===== src/dpr_pkg.sv =====
// Purpose: Shared constants for the paged acquisition register window.
// Assumes: Byte-wide host I/O bus, one clock.
// Notes: Offsets are the low four address bits within the window.
package dpr_pkg;
	typedef logic [1:0] dpr_page_t;
	typedef logic [3:0] dpr_off_t;

	localparam logic [15:0] DPR_BASE_DEFAULT = 16'h0280;
	localparam int DPR_OFF_BITS = 4;
	localparam int DPR_ADDR_BITS = 16;

	localparam dpr_off_t OFF_CMD = 4'h0;
	localparam dpr_off_t OFF_ENH = 4'h1;
	localparam dpr_off_t OFF_CHAN = 4'h2;
	localparam dpr_off_t OFF_GAIN = 4'h3;
	localparam dpr_off_t OFF_IRQ = 4'h4;
	localparam dpr_off_t OFF_THR = 4'h5;
	localparam dpr_off_t OFF_OUT_LO = 4'h6;
	localparam dpr_off_t OFF_OUT_HI = 4'h7;
	localparam dpr_off_t OFF_PORT_A = 4'h8;
	localparam dpr_off_t OFF_PORT_B = 4'h9;
	localparam dpr_off_t OFF_PORT_C = 4'ha;
	localparam dpr_off_t OFF_PORT_DIR = 4'hb;
	localparam dpr_off_t OFF_PG_C = 4'hc;
	localparam dpr_off_t OFF_PG_D = 4'hd;
	localparam dpr_off_t OFF_PG_E = 4'he;
	localparam dpr_off_t OFF_PG_F = 4'hf;

	localparam dpr_page_t PAGE_0 = 2'h0;
	localparam dpr_page_t PAGE_1 = 2'h1;
	localparam dpr_page_t PAGE_2 = 2'h2;

	localparam logic [7:0] BYTE_ZERO = 8'h00;
	localparam logic [7:0] CHECK_PAGE1 = 8'ha1;
	localparam logic [7:0] CHECK_PAGE2 = 8'ha2;
	localparam logic [7:0] COMPAT_KEEP_A = 8'ha5;
	localparam logic [7:0] COMPAT_KEEP_B = 8'ha6;

	// Field positions
	localparam int CMD_BOARD_CLR_BIT = 6;
	localparam int GAIN_PAGE_LSB = 4;
	localparam int GAIN_SCAN_BIT = 2;
	localparam int IRQ_DMA_BIT = 3;
	localparam int OUT_CHAN_LSB = 6;
	localparam int DIR_UNUSED_BIT = 6;
	localparam logic [7:0] IRQ_WR_MASK = 8'hf7;
	localparam logic [7:0] DIR_WR_MASK = 8'hbb;
	localparam logic [7:0] POL_WR_MASK = 8'h3f;
	localparam logic [7:0] BIT0_MASK = 8'h01;
	localparam logic [7:0] CAL_STAT_MASK = 8'h70;
endpackage : dpr_pkg


===== src/dpr_bus_if.sv =====
// Purpose: Decoded host access shared between the window modules.
// Assumes: Strobes are one-cycle pulses on core_clk.
// Notes: Filled by the address decoder, read by page control and top.
`timescale 1ns/1ps
interface dpr_bus_if;
	import dpr_pkg::*;
	logic hit;
	logic wr;
	logic rd;
	dpr_off_t off;
	logic [7:0] wdata;
	modport source (output hit, output wr, output rd, output off, output wdata);
	modport sink (input hit, input wr, input rd, input off, input wdata);
endinterface : dpr_bus_if


===== src/dpr_addr_decode.sv =====
// Purpose: Match the host I/O address against the window base.
// Assumes: Host strobes and address are synchronous to core_clk.
// Notes: Purely combinational; a disabled block sees no hit at all.
`timescale 1ns/1ps
module dpr_addr_decode import dpr_pkg::*; #(
	parameter logic [DPR_ADDR_BITS-1:0] BASE_ADDR = DPR_BASE_DEFAULT
) (
	input wire logic [DPR_ADDR_BITS-1:0] io_addr,
	input wire logic io_wr,
	input wire logic io_rd,
	input wire logic [7:0] io_wdata,
	input wire logic daq_enable,
	dpr_bus_if.source bus
);
	wire base_match;

	assign base_match = io_addr[DPR_ADDR_BITS-1:DPR_OFF_BITS]
		== BASE_ADDR[DPR_ADDR_BITS-1:DPR_OFF_BITS];
	assign bus.hit = base_match & daq_enable;
	assign bus.off = io_addr[DPR_OFF_BITS-1:0];
	assign bus.wr = io_wr & bus.hit;
	assign bus.rd = io_rd & bus.hit;
	assign bus.wdata = io_wdata;
endmodule : dpr_addr_decode


===== src/dpr_page_ctrl.sv =====
// Purpose: Hold the page select and derive the active page.
// Assumes: Board clear arrives as a one-cycle pulse.
// Notes: The stored select survives a drop out of enhanced mode.
`timescale 1ns/1ps
module dpr_page_ctrl import dpr_pkg::*; (
	input wire logic core_clk,
	input wire logic resetn,
	dpr_bus_if.sink bus,
	input wire logic enhanced_mode,
	input wire logic board_clear,
	output dpr_page_t page_sel,
	output dpr_page_t active_page
);
	dpr_page_t page_r;
	dpr_page_t page_nxt;
	wire enh_wr;
	wire enh_keep;
	wire gain_wr;

	assign enh_wr = bus.wr & (bus.off == OFF_ENH);
	assign enh_keep = (bus.wdata == COMPAT_KEEP_A) | (bus.wdata == COMPAT_KEEP_B);
	assign gain_wr = bus.wr & (bus.off == OFF_GAIN);
	assign page_nxt = board_clear ? PAGE_0 :
		gain_wr ? bus.wdata[GAIN_PAGE_LSB+1:GAIN_PAGE_LSB] :
		(enh_wr & ~enh_keep) ? bus.wdata[1:0] : page_r;

	always_ff @(posedge core_clk) begin
		if (!resetn) begin
			page_r <= PAGE_0;
		end else begin
			page_r <= page_nxt;
		end
	end

	assign page_sel = page_r;
	assign active_page = enhanced_mode ? page_r : PAGE_0;
endmodule : dpr_page_ctrl


===== src/dpr_register_map.sv =====
// Contract
// - Decode sixteen byte addresses, default base 280h through 28Fh.
// - While acquisition is disabled, ignore every host read and write.
// - Three pages, chosen by offset 3 page bits in enhanced mode.
// - Offsets 0 to 11 always page 0; only 12 to 15 paged.
// - Unused bits ignore writes and read as zero.
// - Offset 3 writes page, scan, gain; reads status, scan, gain.
// - Page 1 offset 15 reads constant A1 hex.
// - Page 2 offset 15 reads constant A2 hex.
// - Output value low byte at 6; top nibble and channel at 7.
// - Page 1 offset 12 writes trim or cal data, reads cal data.
// - Offset 0 write bits are independent one-shot triggers.
// - Offset 1 carries page copy; A5 and A6 leave page unchanged.
// - Standard mode keeps page 0 regardless of page bits.
//
// Purpose: Paged register window of the acquisition block.
// Assumes: Host strobes are one-cycle pulses on core_clk.
// Notes: Read data lands one cycle after the read strobe.
`timescale 1ns/1ps
module dpr_register_map import dpr_pkg::*; #(
	parameter logic [DPR_ADDR_BITS-1:0] BASE_ADDR = DPR_BASE_DEFAULT,
	// Arbitrary value, not a real part code
	parameter logic [7:0] REVISION_CODE = 8'h10
) (
	input wire logic core_clk,
	input wire logic resetn,
	input wire logic [DPR_ADDR_BITS-1:0] io_addr,
	input wire logic io_wr,
	input wire logic io_rd,
	input wire logic [7:0] io_wdata,
	input wire logic daq_enable,
	input wire logic enhanced_mode,
	input wire logic [15:0] sample_data,
	input wire logic [4:0] conv_status,
	input wire logic dma_active,
	input wire logic [7:0] fifo_depth,
	input wire logic [7:0] analog_status,
	input wire logic [7:0] calmem_rdata,
	input wire logic [7:0] cal_status,
	output logic [7:0] io_rdata,
	output logic io_rd_ack,
	output logic [7:0] cmd_pulse,
	output logic [7:0] chan_range,
	output logic scan_enable_bit,
	output logic [1:0] gain_code,
	output dpr_page_t active_page,
	output logic [7:0] irq_ctrl,
	output logic [7:0] fifo_threshold,
	output logic [11:0] output_value,
	output logic [1:0] output_channel,
	output logic output_load,
	output logic [31:0] port_regs,
	output logic [23:0] counter_value,
	output logic counter_ctrl_load,
	output logic [3:0] page1_wr_strobe,
	output logic [7:0] page_wr_data,
	output logic expanded_fifo,
	output logic [5:0] converter_polarity,
	output logic scan_int,
	output logic indicator_light
);
	dpr_bus_if bus ();
	dpr_page_t page_act;
	logic [7:0] rdata_r;
	logic rd_ack_r;
	logic [7:0] cmd_r;
	logic [7:0] chan_r;
	logic scan_r;
	logic [1:0] gain_r;
	dpr_page_t act_r;
	logic [7:0] irq_r;
	logic [7:0] thr_r;
	logic [7:0] out_lo_r;
	logic [11:0] out_val_r;
	logic [1:0] out_ch_r;
	logic out_load_r;
	logic [7:0] port_r [0:3];
	logic [7:0] ctr_r [0:2];
	logic ctr_ld_r;
	logic [3:0] p1_stb_r;
	logic [7:0] pwd_r;
	logic [7:0] calcmd_r;
	logic exfifo_r;
	logic [5:0] pol_r;
	logic scanint_r;
	logic led_r;

	wire wr;
	wire [7:0] wd;
	wire low_off;
	wire pg0;
	wire pg1;
	wire pg2;
	wire clr;
	wire [15:0] wsel;
	wire [7:0] low_rd [0:11];
	wire [7:0] hi_rd_p0;
	wire [7:0] hi_rd_p1;
	wire [7:0] hi_rd_p2;
	wire [7:0] hi_rd;
	wire [7:0] rd_mux;
	wire [11:0] out_val_nxt;
	dpr_addr_decode #(.BASE_ADDR(BASE_ADDR)) u_dec (
		.io_addr(io_addr),
		.io_wr(io_wr),
		.io_rd(io_rd),
		.io_wdata(io_wdata),
		.daq_enable(daq_enable),
		.bus(bus)
	);

	dpr_page_ctrl u_page (
		.core_clk(core_clk),
		.resetn(resetn),
		.bus(bus),
		.enhanced_mode(enhanced_mode),
		.board_clear(clr),
		.page_sel(),
		.active_page(page_act)
	);

	assign wr = bus.wr;
	assign wd = bus.wdata;
	assign low_off = bus.off < OFF_PG_C;
	assign pg0 = page_act == PAGE_0;
	assign pg1 = page_act == PAGE_1;
	assign pg2 = page_act == PAGE_2;

	genvar gi;
	generate
		for (gi = 0; gi < 16; gi++) begin : g_wsel
			assign wsel[gi] = wr & (bus.off == dpr_off_t'(gi));
		end
	endgenerate

	assign clr = wsel[OFF_CMD] & wd[CMD_BOARD_CLR_BIT];
	assign out_val_nxt = {wd[3:0], out_lo_r};

	assign low_rd[0] = sample_data[7:0];
	assign low_rd[1] = sample_data[15:8];
	assign low_rd[2] = chan_r;
	assign low_rd[3] = {conv_status, scan_r, gain_r};
	assign low_rd[4] = {irq_r[7:4], dma_active, irq_r[2:0]};
	assign low_rd[5] = thr_r;
	assign low_rd[6] = fifo_depth;
	assign low_rd[7] = analog_status;
	assign low_rd[8] = port_r[0];
	assign low_rd[9] = port_r[1];
	assign low_rd[10] = port_r[2];
	assign low_rd[11] = port_r[3];

	assign hi_rd_p0 = (bus.off == OFF_PG_F) ? REVISION_CODE : ctr_r[bus.off[1:0]];
	// page 1 offset 12 reads cal data
	assign hi_rd_p1 = (bus.off == OFF_PG_C) ? calmem_rdata :
		(bus.off == OFF_PG_D) ? calcmd_r :
		(bus.off == OFF_PG_E) ? (cal_status & CAL_STAT_MASK) : CHECK_PAGE1;
	assign hi_rd_p2 = (bus.off == OFF_PG_C) ? {7'h00, exfifo_r} :
		(bus.off == OFF_PG_D) ? {2'h0, pol_r} :
		(bus.off == OFF_PG_E) ? {7'h00, scanint_r} : CHECK_PAGE2;
	// A select of 3 maps to no page and reads zero
	assign hi_rd = pg0 ? hi_rd_p0 : pg1 ? hi_rd_p1 : pg2 ? hi_rd_p2 : BYTE_ZERO;
	assign rd_mux = low_off ? low_rd[bus.off] : hi_rd;

	// Read return, registered so io_rdata is glitch free
	always_ff @(posedge core_clk) begin
		if (!resetn) begin
			rdata_r <= BYTE_ZERO;
			rd_ack_r <= 1'b0;
		end else begin
			rd_ack_r <= bus.rd;
			rdata_r <= bus.rd ? rd_mux : BYTE_ZERO;
		end
	end

	always_ff @(posedge core_clk) begin
		if (!resetn) begin
			cmd_r <= BYTE_ZERO;
		end else begin
			cmd_r <= wsel[OFF_CMD] ? wd : BYTE_ZERO;
		end
	end

	// Page 0 low registers; board clear spares the output converter
	always_ff @(posedge core_clk) begin
		if (!resetn || clr) begin
			chan_r <= BYTE_ZERO;
			scan_r <= 1'b0;
			gain_r <= 2'h0;
			irq_r <= BYTE_ZERO;
			thr_r <= BYTE_ZERO;
		end else begin
			if (wsel[OFF_CHAN]) begin
				chan_r <= wd;
			end
			if (wsel[OFF_GAIN]) begin
				scan_r <= wd[GAIN_SCAN_BIT];
				gain_r <= wd[1:0];
			end
			if (wsel[OFF_IRQ]) begin
				irq_r <= wd & IRQ_WR_MASK;
			end
			if (wsel[OFF_THR]) begin
				thr_r <= wd;
			end
		end
	end

	always_ff @(posedge core_clk) begin
		if (!resetn) begin
			out_lo_r <= BYTE_ZERO;
			out_val_r <= 12'h000;
			out_ch_r <= 2'h0;
			out_load_r <= 1'b0;
		end else begin
			out_load_r <= wsel[OFF_OUT_HI];
			if (wsel[OFF_OUT_LO]) begin
				out_lo_r <= wd;
			end
			if (wsel[OFF_OUT_HI]) begin
				out_val_r <= out_val_nxt;
				out_ch_r <= wd[OUT_CHAN_LSB+1:OUT_CHAN_LSB];
			end
		end
	end

	// Digital port registers, one per offset 8 to 11
	generate
		for (gi = 0; gi < 4; gi++) begin : g_port
			always_ff @(posedge core_clk) begin
				if (!resetn || clr) begin
					port_r[gi] <= BYTE_ZERO;
				end else if (wsel[OFF_PORT_A + dpr_off_t'(gi)]) begin
					port_r[gi] <= (gi == 3) ? (wd & DIR_WR_MASK) : wd;
				end
			end
		end
	endgenerate

	// Page 0 counter bytes at offsets 12 to 14
	generate
		for (gi = 0; gi < 3; gi++) begin : g_ctr
			always_ff @(posedge core_clk) begin
				if (!resetn || clr) begin
					ctr_r[gi] <= BYTE_ZERO;
				end else if (pg0 && wsel[OFF_PG_C + dpr_off_t'(gi)]) begin
					ctr_r[gi] <= wd;
				end
			end
		end
	endgenerate

	// page 1 writes and the page 0 offset 15 write go out as strobes
	always_ff @(posedge core_clk) begin
		if (!resetn) begin
			ctr_ld_r <= 1'b0;
			p1_stb_r <= 4'h0;
			pwd_r <= BYTE_ZERO;
		end else begin
			ctr_ld_r <= pg0 & wsel[OFF_PG_F];
			p1_stb_r <= pg1 ? wsel[OFF_PG_F:OFF_PG_C] : 4'h0;
			if (wr && !low_off) begin
				pwd_r <= wd;
			end
		end
	end

	// Page 1 and page 2 stored fields
	always_ff @(posedge core_clk) begin
		if (!resetn || clr) begin
			calcmd_r <= BYTE_ZERO;
			exfifo_r <= 1'b0;
			pol_r <= 6'h00;
			scanint_r <= 1'b0;
			led_r <= 1'b0;
		end else begin
			if (pg1 && wsel[OFF_PG_D]) begin
				calcmd_r <= wd;
			end
			if (pg2 && wsel[OFF_PG_C]) begin
				exfifo_r <= wd[0];
			end
			if (pg2 && wsel[OFF_PG_D]) begin
				pol_r <= wd[5:0];
			end
			if (pg2 && wsel[OFF_PG_E]) begin
				scanint_r <= wd[0];
			end
			if (pg2 && wsel[OFF_PG_F]) begin
				led_r <= wd[7];
			end
		end
	end

	// Active page mirrored through a flop for the output pin
	always_ff @(posedge core_clk) begin
		if (!resetn) begin
			act_r <= PAGE_0;
		end else begin
			act_r <= page_act;
		end
	end

	assign io_rdata = rdata_r;
	assign io_rd_ack = rd_ack_r;
	assign cmd_pulse = cmd_r;
	assign chan_range = chan_r;
	assign scan_enable_bit = scan_r;
	assign gain_code = gain_r;
	assign active_page = act_r;
	assign irq_ctrl = irq_r;
	assign fifo_threshold = thr_r;
	assign output_value = out_val_r;
	assign output_channel = out_ch_r;
	assign output_load = out_load_r;
	assign port_regs = {port_r[3], port_r[2], port_r[1], port_r[0]};
	assign counter_value = {ctr_r[2], ctr_r[1], ctr_r[0]};
	assign counter_ctrl_load = ctr_ld_r;
	assign page1_wr_strobe = p1_stb_r;
	assign page_wr_data = pwd_r;
	assign expanded_fifo = exfifo_r;
	assign converter_polarity = pol_r;
	assign scan_int = scanint_r;
	assign indicator_light = led_r;
endmodule : dpr_register_map


===== config.mk =====
export PLATFORM = sky130hd
export DESIGN_NAME = dpr_register_map
export DESIGN_NICKNAME = d
export VERILOG_FILES = /design/src/dpr_pkg.sv /design/src/dpr_bus_if.sv /design/src/dpr_addr_decode.sv /design/src/dpr_page_ctrl.sv /design/src/dpr_register_map.sv
export SDC_FILE = /design/constraint.sdc
export NUM_CORES = 1
export LEC_CHECK = 0
export BUFFER_PORTS_ARGS = -buffer_cell sky130_fd_sc_hd__clkbuf_2
export CORE_MARGIN = 3
export CORE_UTILIZATION = 47
export DETAILED_ROUTE_END_ITERATION = 6
export GPL_TIMING_DRIVEN = 0
export PLACE_DENSITY = 0.77
export SETUP_SLACK_MARGIN = 0.05
export SYNTH_ARGS = -nofsm -noshare
export SYNTH_HDL_FRONTEND = slang
export SYNTH_SLANG_ARGS = --single-unit
export TNS_END_PERCENT = 5

===== constraint.sdc =====
create_clock -name core_clk -period 2.27 [get_ports core_clk]
set_input_delay 0 -clock core_clk [delete_from_list [all_inputs] [get_ports core_clk]]
set_output_delay 0 -clock core_clk [all_outputs]
set_load 0.03 [all_outputs]

Word level (Yosys, flattened, before mapping)
Memory sizes are Yosys's and may differ from the RTL's.
Index checks and enable logic that the tools add are counted.

storage, ports and cells
  input bits = 84
  flip-flop bits (word level) = 100
  output and inout bits = 139
  RAM bits = 56
  memories = 2

operators by class
  eq/ne operators = 20
  bitwise operators = 33
  $lt $le $gt $ge = 2
  muxes and demuxes = 47
  reductions and logical operators = 19

memory list
  memory  words  width  rd ports  clocked after Yosys merged registers in  write ports  RTL line                RTL
  port_r  4      8      4         0                                        4            dpr_register_map.sv:77  logic [7:0] port_r [0:3];
  ctr_r   3      8      4         0                                        3            dpr_register_map.sv:78  logic [7:0] ctr_r [0:2];

operator list
  cell                                                                    number
  8-bit two-way mux                                                       20
  8-bit binary-select mux with 4-bit select                               1
  4-bit equality test, second input constant                              8
  1-bit two-way mux                                                       23
  1-bit bitwise AND                                                       22
  4-bit by 3-bit equality test with 1-bit output, second input constant   4
  8-bit equality test, second input constant                              2
  12-bit by 6-bit equality test with 1-bit output, second input constant  1
  1-bit logical AND                                                       9
  4-bit by 2-bit equality test with 1-bit output, second input constant   2
  1-bit bitwise OR                                                        8
  2-bit two-way mux                                                       3
  2-bit AND reduction                                                     3
  5-bit >= comparator, second input constant                              1
  4-bit NOT with 5-bit output                                             1
  4-bit by 1-bit equality test with 1-bit output, second input constant   1
  4-bit zero test                                                         1
  4-bit < comparator, second input constant                               1
  2-bit by 1-bit equality test with 1-bit output, second input constant   1
  2-bit equality test, second input constant                              1
  1-bit zero test                                                         2
  2-bit zero test                                                         1
  1-bit NOT                                                               2
  2-bit nonzero test                                                      1
  2 further kinds                                                         2

Logic depth before layout (Yosys ltp)
Gate-level depths: netlist of run 1.

  word-level depth = 9
  mapped depth = 8
  mapped depth without buffers = 5

Cells and area by module
Synthesis of run 1 repeated with hierarchy kept, for this count alone.

unflattened totals
  cell total of the unflattened synthesis = 688
  area total of the unflattened synthesis = 7344.5 um^2

by module, submodules not included
  module            times used  cells each  seq. area each (um^2)  area each (um^2)
  dpr_register_map  1           650         3583.4                 6991.7
  dpr_page_ctrl     1           17          40.0                   180.2
  dpr_addr_decode   1           21          0.0                    172.7

Worst setup path before layout of run 1
No wires, ideal clock.

  kind = input to register
  start point = input io_addr[4]
  end point = memory port_r[1][0] (enable)
  cell stages on the path = 5
  slack = 0.133 ns
  data required time = 1.886 ns
  arrival time = 1.753 ns
  cell sequence = nor4b_2 > and4_1 > clkbuf_1 > nand2_1 > o21ai_0

RTL lines
  element          RTL line                RTL
  start, declared  dpr_register_map.sv:27  input wire logic [DPR_ADDR_BITS-1:0] io_addr,
  end, declared    dpr_register_map.sv:77

==> results of run 1 <==
[worst paths after layout]
kind / depth (start not counted) / end / slack [ns]
hold reg to reg: 2 / page_wr_data[1] / 0.46
hold / removal: 4 / u_page.page_sel[0] / 0.03
setup / recovery: 5 / port_r[2][1] / -0.08
setup reg to reg: 4 / io_rdata[4] / 0.05
[power by group]
| part | switching, W | internal (W) |
|---|---|---|
| combinational | 0.000488 | 0.000225 |
| sequential | 0.0000339 | 0.00290 |
| clock | 0.00112 | 0.00195 |
| total | 0.00164 | 0.00507 |
[per-layer routing]
layer	share of wire, %	vias to the layer above
li1	-	3185
met1	38	3508
met2	45	567
met3	13	97
met4	4.2	0
met5	0	-
[cells in the mapped netlist, types with 3 or more instances]
master | count | area share, %
nand2b_1 | 6 | 0.52
o2bb2ai_1 | 3 | 0.36
buf_6 | 3 | 0.47
buf_2 | 18 | 1.2
o22ai_1 | 5 | 0.43
a2111oi_0 | 7 | 0.85
nand4_1 | 46 | 4.0
o21a_1 | 3 | 0.31
clkbuf_1 | 42 | 2.2
o21ai_0 | 74 | 5.1
and3_1 | 5 | 0.43
and2_1 | 63 | 5.4
buf_1 | 3 | 0.16
nor2b_1 | 7 | 0.60
nand2_1 | 27 | 1.4
o31ai_1 | 3 | 0.31
mux2i_1 | 14 | 1.9
buf_4 | 3 | 0.31
edfxtp_1 | 54 | 22
nand3b_1 | 4 | 0.41
nor4_1 | 8 | 0.69
inv_1 | 4 | 0.21
a21oi_1 | 80 | 5.5
o221a_2 | 3 | 0.47
mux4_2 | 21 | 6.5
a221oi_1 | 3 | 0.36
o21ai_1 | 4 | 0.28
nor3_1 | 16 | 1.1
dfxtp_1 | 100 | 28
nor4bb_1 | 3 | 0.41
nor2_1 | 21 | 1.1
nand3_1 | 30 | 2.1
[state kept, by name (all words and copies together) (netlist names), 4 cells and up]
signal / flops
output_value: 12
port_r: 30
chan_range: 8
fifo_threshold: 8
page_wr_data: 8
io_rdata: 8
irq_ctrl: 7
calcmd_r: 8
out_lo_r: 8
cmd_pulse: 8
converter_polarity: 6
ctr_r: 24
page1_wr_strobe: 4
[critical path, cell delays in order]
cell      delay [ns]
clkbuf_2        0.13
clkbuf_1        0.66
nand2b_1        0.43
clkbuf_1        0.40
o21ai_1         0.77
[through the flow]
step	hold WS, ns	util [%]	TNS, ns	cell area (um^2)
6_report	0.0265	62.6	-0.608	9280
5_1_grt	0.0811	62.6	-2.84	9280
4_1_cts	0.0183	62.4	0	9240
3_5_place_dp	0.386	57.6	-35.47	8530
3_3_place_gp	0.383	57.6	-33.31	8530
2_1_floorplan	0.148	-	0	7250
[cell type report]
cell class | count | area share (%)
clock buffers | 25 | 5.71
repair buffers | 217 | 12.1
plain buffers | 69 | 3.40
inverters | 5 | 0.202
multi-input cells | 495 | 35.9
well taps | 184 | 2.48
flip-flops and latches | 154 | 39.1
clock inverters | 6 | 1.16
[repair_timing]
item | in CTS | in global routing
hold buffers | 7 | 0
gates resized for setup | 7 | 9
endpoints found under the setup margin | 54 | 65
endpoints found under the hold margin | 31 | 0
[cells by family (layout without fill, tap and decap cells)]
logic type,count (synthesis),in the layout,share of synthesized area [%]
xor+xnor,1,1,0.121
other cells,1,3,0.0518
compound gates,198,198,15.4
buf+inv,74,322,4.61
simple gates,256,256,21.0
flops,154,154,50.0
mux,37,37,8.77
==> flow_metrics.py, run 1 <==
metrics = {
    "sta": {
        "report.final.setup_viol": 8,
        "report.final.slew_viol_count": 0,
        "tightest_slew_ns": 1.19,
        "fin_skew_ns": 0.00740,
        "final_hold_viol_count": 0,
        "layout_setup_ws_ns": -0.0793,
        "final.min_clock_period_ns": 2.35,
        "fmax_ghz": 0.426,
        "relSlewSlack_pct": 19.9,
        "period_share_pct": 103,
        "rsz0062_at_grt": "true",
    },
    "synth": {
        "ys_seq_area_share_pct": 50.0,
        "async_flop_share_pct": 0,
        "synth_edf_count": 54,
        "syn_avg_cell_area_um2": 10.0,
        "syn_inst": 721,
        "synth_warnings": 0,
        "yosysUniqueCellTypes": 58,
        "synth_area_um2": 7250,
        "synth_flop_cell": "dfxtp_1",
        "ys_ff_latch": 154,
    },
    "placed_design": {
        "post-place-ws_ns": -0.763,
        "dp_cells": 1117,
        "dp_hpwl_um": 19900,
        "gp_congestion": 0.954,
        "io_buffers": 210,
    },
    "power_and_ir_drop": {
        "vdd_ir_drop_max_uv": 517,
        "p_leak_nw": 3.61,
        "powerDensity_nw_per_um2": 723,
        "total_power_w": 0.00671,
    },
    "worst_setup_path": {
        "start_kind": "input port",
        "crit_path_max_fanout": 10,
        "crit_path_start": "io_addr[1]",
        "cp.required_ns": 2.32,
        "cp-end-kind": "register",
        "reg2reg_from": "u_page.page_sel[0]",
        "arrival_ns": 2.40,
        "path_class": "in2reg",
    },
    "final_layout": {
        "final_layout_size_suffix_gt1_share_pct": 31.5,
        "fillerInstances": 1224,
        "multi_input_area_um2": 3330,
        "area_growth_pct": 28.0,
        "ff_latch_area_um2": 3620,
        "diodes": 0,
        "final_common_cell": "clkbuf_2",
        "final_nets": 1043,
        "layout_common_cells": "clkbuf_2, dfxtp_1, a21oi_1",
        "final_cells": 1155,
    },
    "run": {
        "max-cap-violations": 0,
    },
    "worst_hold_path": {
        "worst_hold_startpoint": "io_wdata[0]",
        "min_path_type": "in2reg",
    },
    "grt": {
        "antenna_found_initial": 0,
        "top_usage_layer": "met2",
        "grt_overflow": 0,
        "grt_use_met1_pct": 41.5,
        "grt_pass1_wl_um": 39500,
        "track_usage_pct": 31.6,
        "met3_usage_pct": 9.78,
        "grt_pass1_vias": 6707,
        "met2_usage_pct": 48.6,
        "grt_max_degree": 17,
    },
    "die": {
        "fp.dieW_um": 130,
        "coreArea_um2": 14800,
        "ios": 223,
        "die_h_um": 130,
        "die_area_um2": 16900,
        "initial_utilization_pct": 48.9,
        "rows": 44,
    },
    "route": {
        "routed_wl_um": 27700,
        "viasPerCell": 6.37,
        "avgRoutedWirePerCell_um": 24.0,
        "route.detailed.drc": 0,
        "ant_nets": 0,
        "first_pass_iters": 6,
        "initialDrtViolationCount": 1263,
        "vias": 7357,
    },
    "status": {
        "violations": "negative setup slack",
        "status": "finished, violations left",
    },
    "cts": {
        "clock_path_buffers": 2,
        "clock-sinks": 154,
        "cts-root-buf": "clkbuf_16",
        "clk_latency_ns": 0.43,
        "cts_buffers": 17,
        "cts_tree": "built",
        "cts_setup_buffers": 0,
        "cts.reportedPaths.clkPinSlew_ns": 0.06,
        "h-tree-depth": 4,
    },
}
Power figures use the tool's default switching activity.
==> run 2: changes to the inputs <==
BUFFER_PORTS_ARGS = default   (was -buffer_cell sky130_fd_sc_hd__clkbuf_2)
CORE_UTILIZATION = 40   (was 47)
DONT_BUFFER_PORTS = 1   (was default)
PLACE_DENSITY = default   (was 0.77)
==> flow_metrics.py, run 2 (synthesis results as in run 1) <==
metrics = {
    "status": {
        "status": "finished, violations left",
        "violations": "negative setup slack",
    },
    "power_and_ir_drop": {
        "p_clk_share_pct": 44.3,
        "vdd_ir_drop_max_uv": 537,
        "seq_power_share_pct": 47.9,
        "combPwrFrac_pct": 7.8,
        "switching_share_pct": 26.6,
        "p_sw_w": 0.00169,
        "powerDensity_nw_per_um2": 767,
        "p_leak_nw": 2.69,
        "intPower_w": 0.00467,
        "total_power_w": 0.00636,
    },
    "route": {
        "viasPerCell": 6.49,
        "route.detailed.drc": 0,
        "first_pass_iters": 6,
        "routed_wl_um": 29000,
        "vias": 6469,
        "initialDrtViolationCount": 920,
        "ant_nets": 0,
        "avgRoutedWirePerCell_um": 29.1,
    },
    "grt": {
        "grt_use_met1_pct": 36.0,
        "top_usage_layer": "met2",
        "track_usage_pct": 28.2,
        "grt_pass1_vias": 6131,
        "grt_pass1_wl_um": 41200,
        "met2_usage_pct": 44.5,
        "grt_overflow": 0,
        "grt_max_degree": 17,
        "antenna_found_initial": 1,
        "met3_usage_pct": 10.7,
    },
    "placed_design": {
        "gp_congestion": 0.976,
        "post-place-ws_ns": -0.772,
        "io_buffers": 0,
        "place_area_um2": 7530,
        "dp_hpwl_um": 20900,
    },
    "sta": {
        "report.final.setup_viol": 1,
        "rsz0062_at_grt": "true",
        "relSlewSlack_pct": 16.6,
        "fin_skew_ns": 0.0134,
        "report.final.slew_viol_count": 0,
        "period_share_pct": 101,
        "tightest_slew_ns": 1.24,
        "layout_setup_ws_ns": -0.0129,
        "final.min_clock_period_ns": 2.28,
        "fmax_ghz": 0.438,
        "final_hold_viol_count": 0,
    },
    "final_layout": {
        "fin_util_pct": 47.3,
        "final_layout_size_suffix_gt1_share_pct": 13.0,
        "multi_input_area_um2": 3330,
        "final_common_cell": "dfxtp_1",
        "ff_latch_area_um2": 3620,
        "fin_area_um2": 8290,
        "final_nets": 839,
        "area_growth_pct": 14.4,
        "layout_common_cells": "dfxtp_1, a21oi_1, o21ai_0",
        "regMostFlops": "port_r",
        "fillerInstances": 1634,
        "largest_reg_flops": 30,
    },
    "worst_setup_path": {
        "crit_path_start": "io_addr[0]",
        "start_kind": "input port",
        "path_class": "in2reg",
        "cp.required_ns": 2.55,
        "cp-end-kind": "register",
        "arrival_ns": 2.56,
        "regToRegEndpoint": "io_rdata[1]",
        "rr_worst_depth": 4,
        "r2r_setup_slack_ns": 0.08,
        "cp-endpoint": "io_rdata[1]",
        "reg2reg_from": "u_page.page_sel[1]",
        "crit_path_max_fanout": 10,
    },
    "run": {
        "max-cap-violations": 0,
    },
    "cts": {
        "cts.reportedPaths.clkPinSlew_ns": 0.07,
        "cts_setup_buffers": 0,
        "clock-sinks": 154,
        "cts_tree": "built",
        "clk_latency_ns": 0.43,
        "clock_path_buffers": 2,
        "h-tree-depth": 4,
        "cts-root-buf": "clkbuf_16",
        "cts_buffers": 17,
    },
    "die": {
        "die_h_um": 141,
        "die_area_um2": 19800,
        "coreArea_um2": 17500,
        "fp.dieW_um": 141,
        "rows": 48,
        "initial_utilization_pct": 41.3,
        "ios": 223,
    },
    "worst_hold_path": {
        "min_path_type": "in2reg",
    },
}
[run 2: cell count changes in the layout (fill, tap and decap cells not counted), moves of 2 or more]
cell,delta
clkinv_4,+6
clkbuf_8,-2
o21ai_2,+3
bufinv_16,-2
dlygate4sd3_1,+6
diode_2,+3
o21ai_1,-3
clkbuf_2,-211
[run 2: worst min path at each step]
stage	start	to	slack, ns	depth (start not counted)
2_1_floorplan	io_wdata[3]	converter_polarity[3]	0.15	2
3_3_place_gp	io_wdata[4]	converter_polarity[4]	0.15	2
3_5_place_dp	io_wdata[4]	chan_range[4]	0.16	2
4_1_cts	io_addr[13]	irq_ctrl[1]	0.0008	4
5_1_grt	io_addr[13]	irq_ctrl[4]	0.02	4
6_report	io_addr[13]	irq_ctrl[1]	0.02	4
[run 2: what timing repair did]
item | CTS | global route
hold endpoints to repair | 41 | 0
setup endpoints to repair | 42 | 57
pin swaps | 0 | 0
hold buffers | 13 | 0
gates resized for setup | 8 | 9
[run 2: worst max-delay path, cell delays in order]
cell	delay, ns
buf_2	0.22
buf_2	0.35
clkbuf_1	0.61
o2bb2ai_1	0.21
a2111oi_0	1.06
nor4_1	0.09
[run 2: per-layer routing]
metal	vias up	share of wire [%]
met3	73	13
met4	0	3.2
met2	508	46
met5	-	0
li1	2768	-
met1	3120	38
[run 2: power by group through the flow]
stage                     sequential, W  clock (W)  combinational, W
after floorplan                 0.00309          0          0.000287
after global placement          0.00311          0          0.000437
after detailed placement        0.00311          0          0.000441
after CTS                       0.00305    0.00282          0.000474
after global routing            0.00305    0.00294          0.000511
final                           0.00305    0.00281          0.000495
[run 2: stage by stage]
step,std cells,TNS [ns],hold WS [ns]
floorplan,723,0,0.148
global placement,948,-30.62,0.153
detailed placement,948,-35.22,0.160
CTS,993,0,0.000794
global route,994,-0.0149,0.0188
finish,996,-0.0129,0.0164
[run 2: area by class of cell]
| class | instances | share of cell area [%] |
|---|---|---|
| Antenna cell | 3 | 0.0905 |
| Tap cell | 225 | 3.40 |
| Buffer | 69 | 3.80 |
| Inverter | 5 | 0.226 |
| Clock buffer | 20 | 5.64 |
| Clock inverter | 12 | 1.39 |
| Multi-Input combinational cell | 495 | 40.2 |
| Timing Repair Buffer | 13 | 1.57 |
| Sequential cell | 154 | 43.7 |
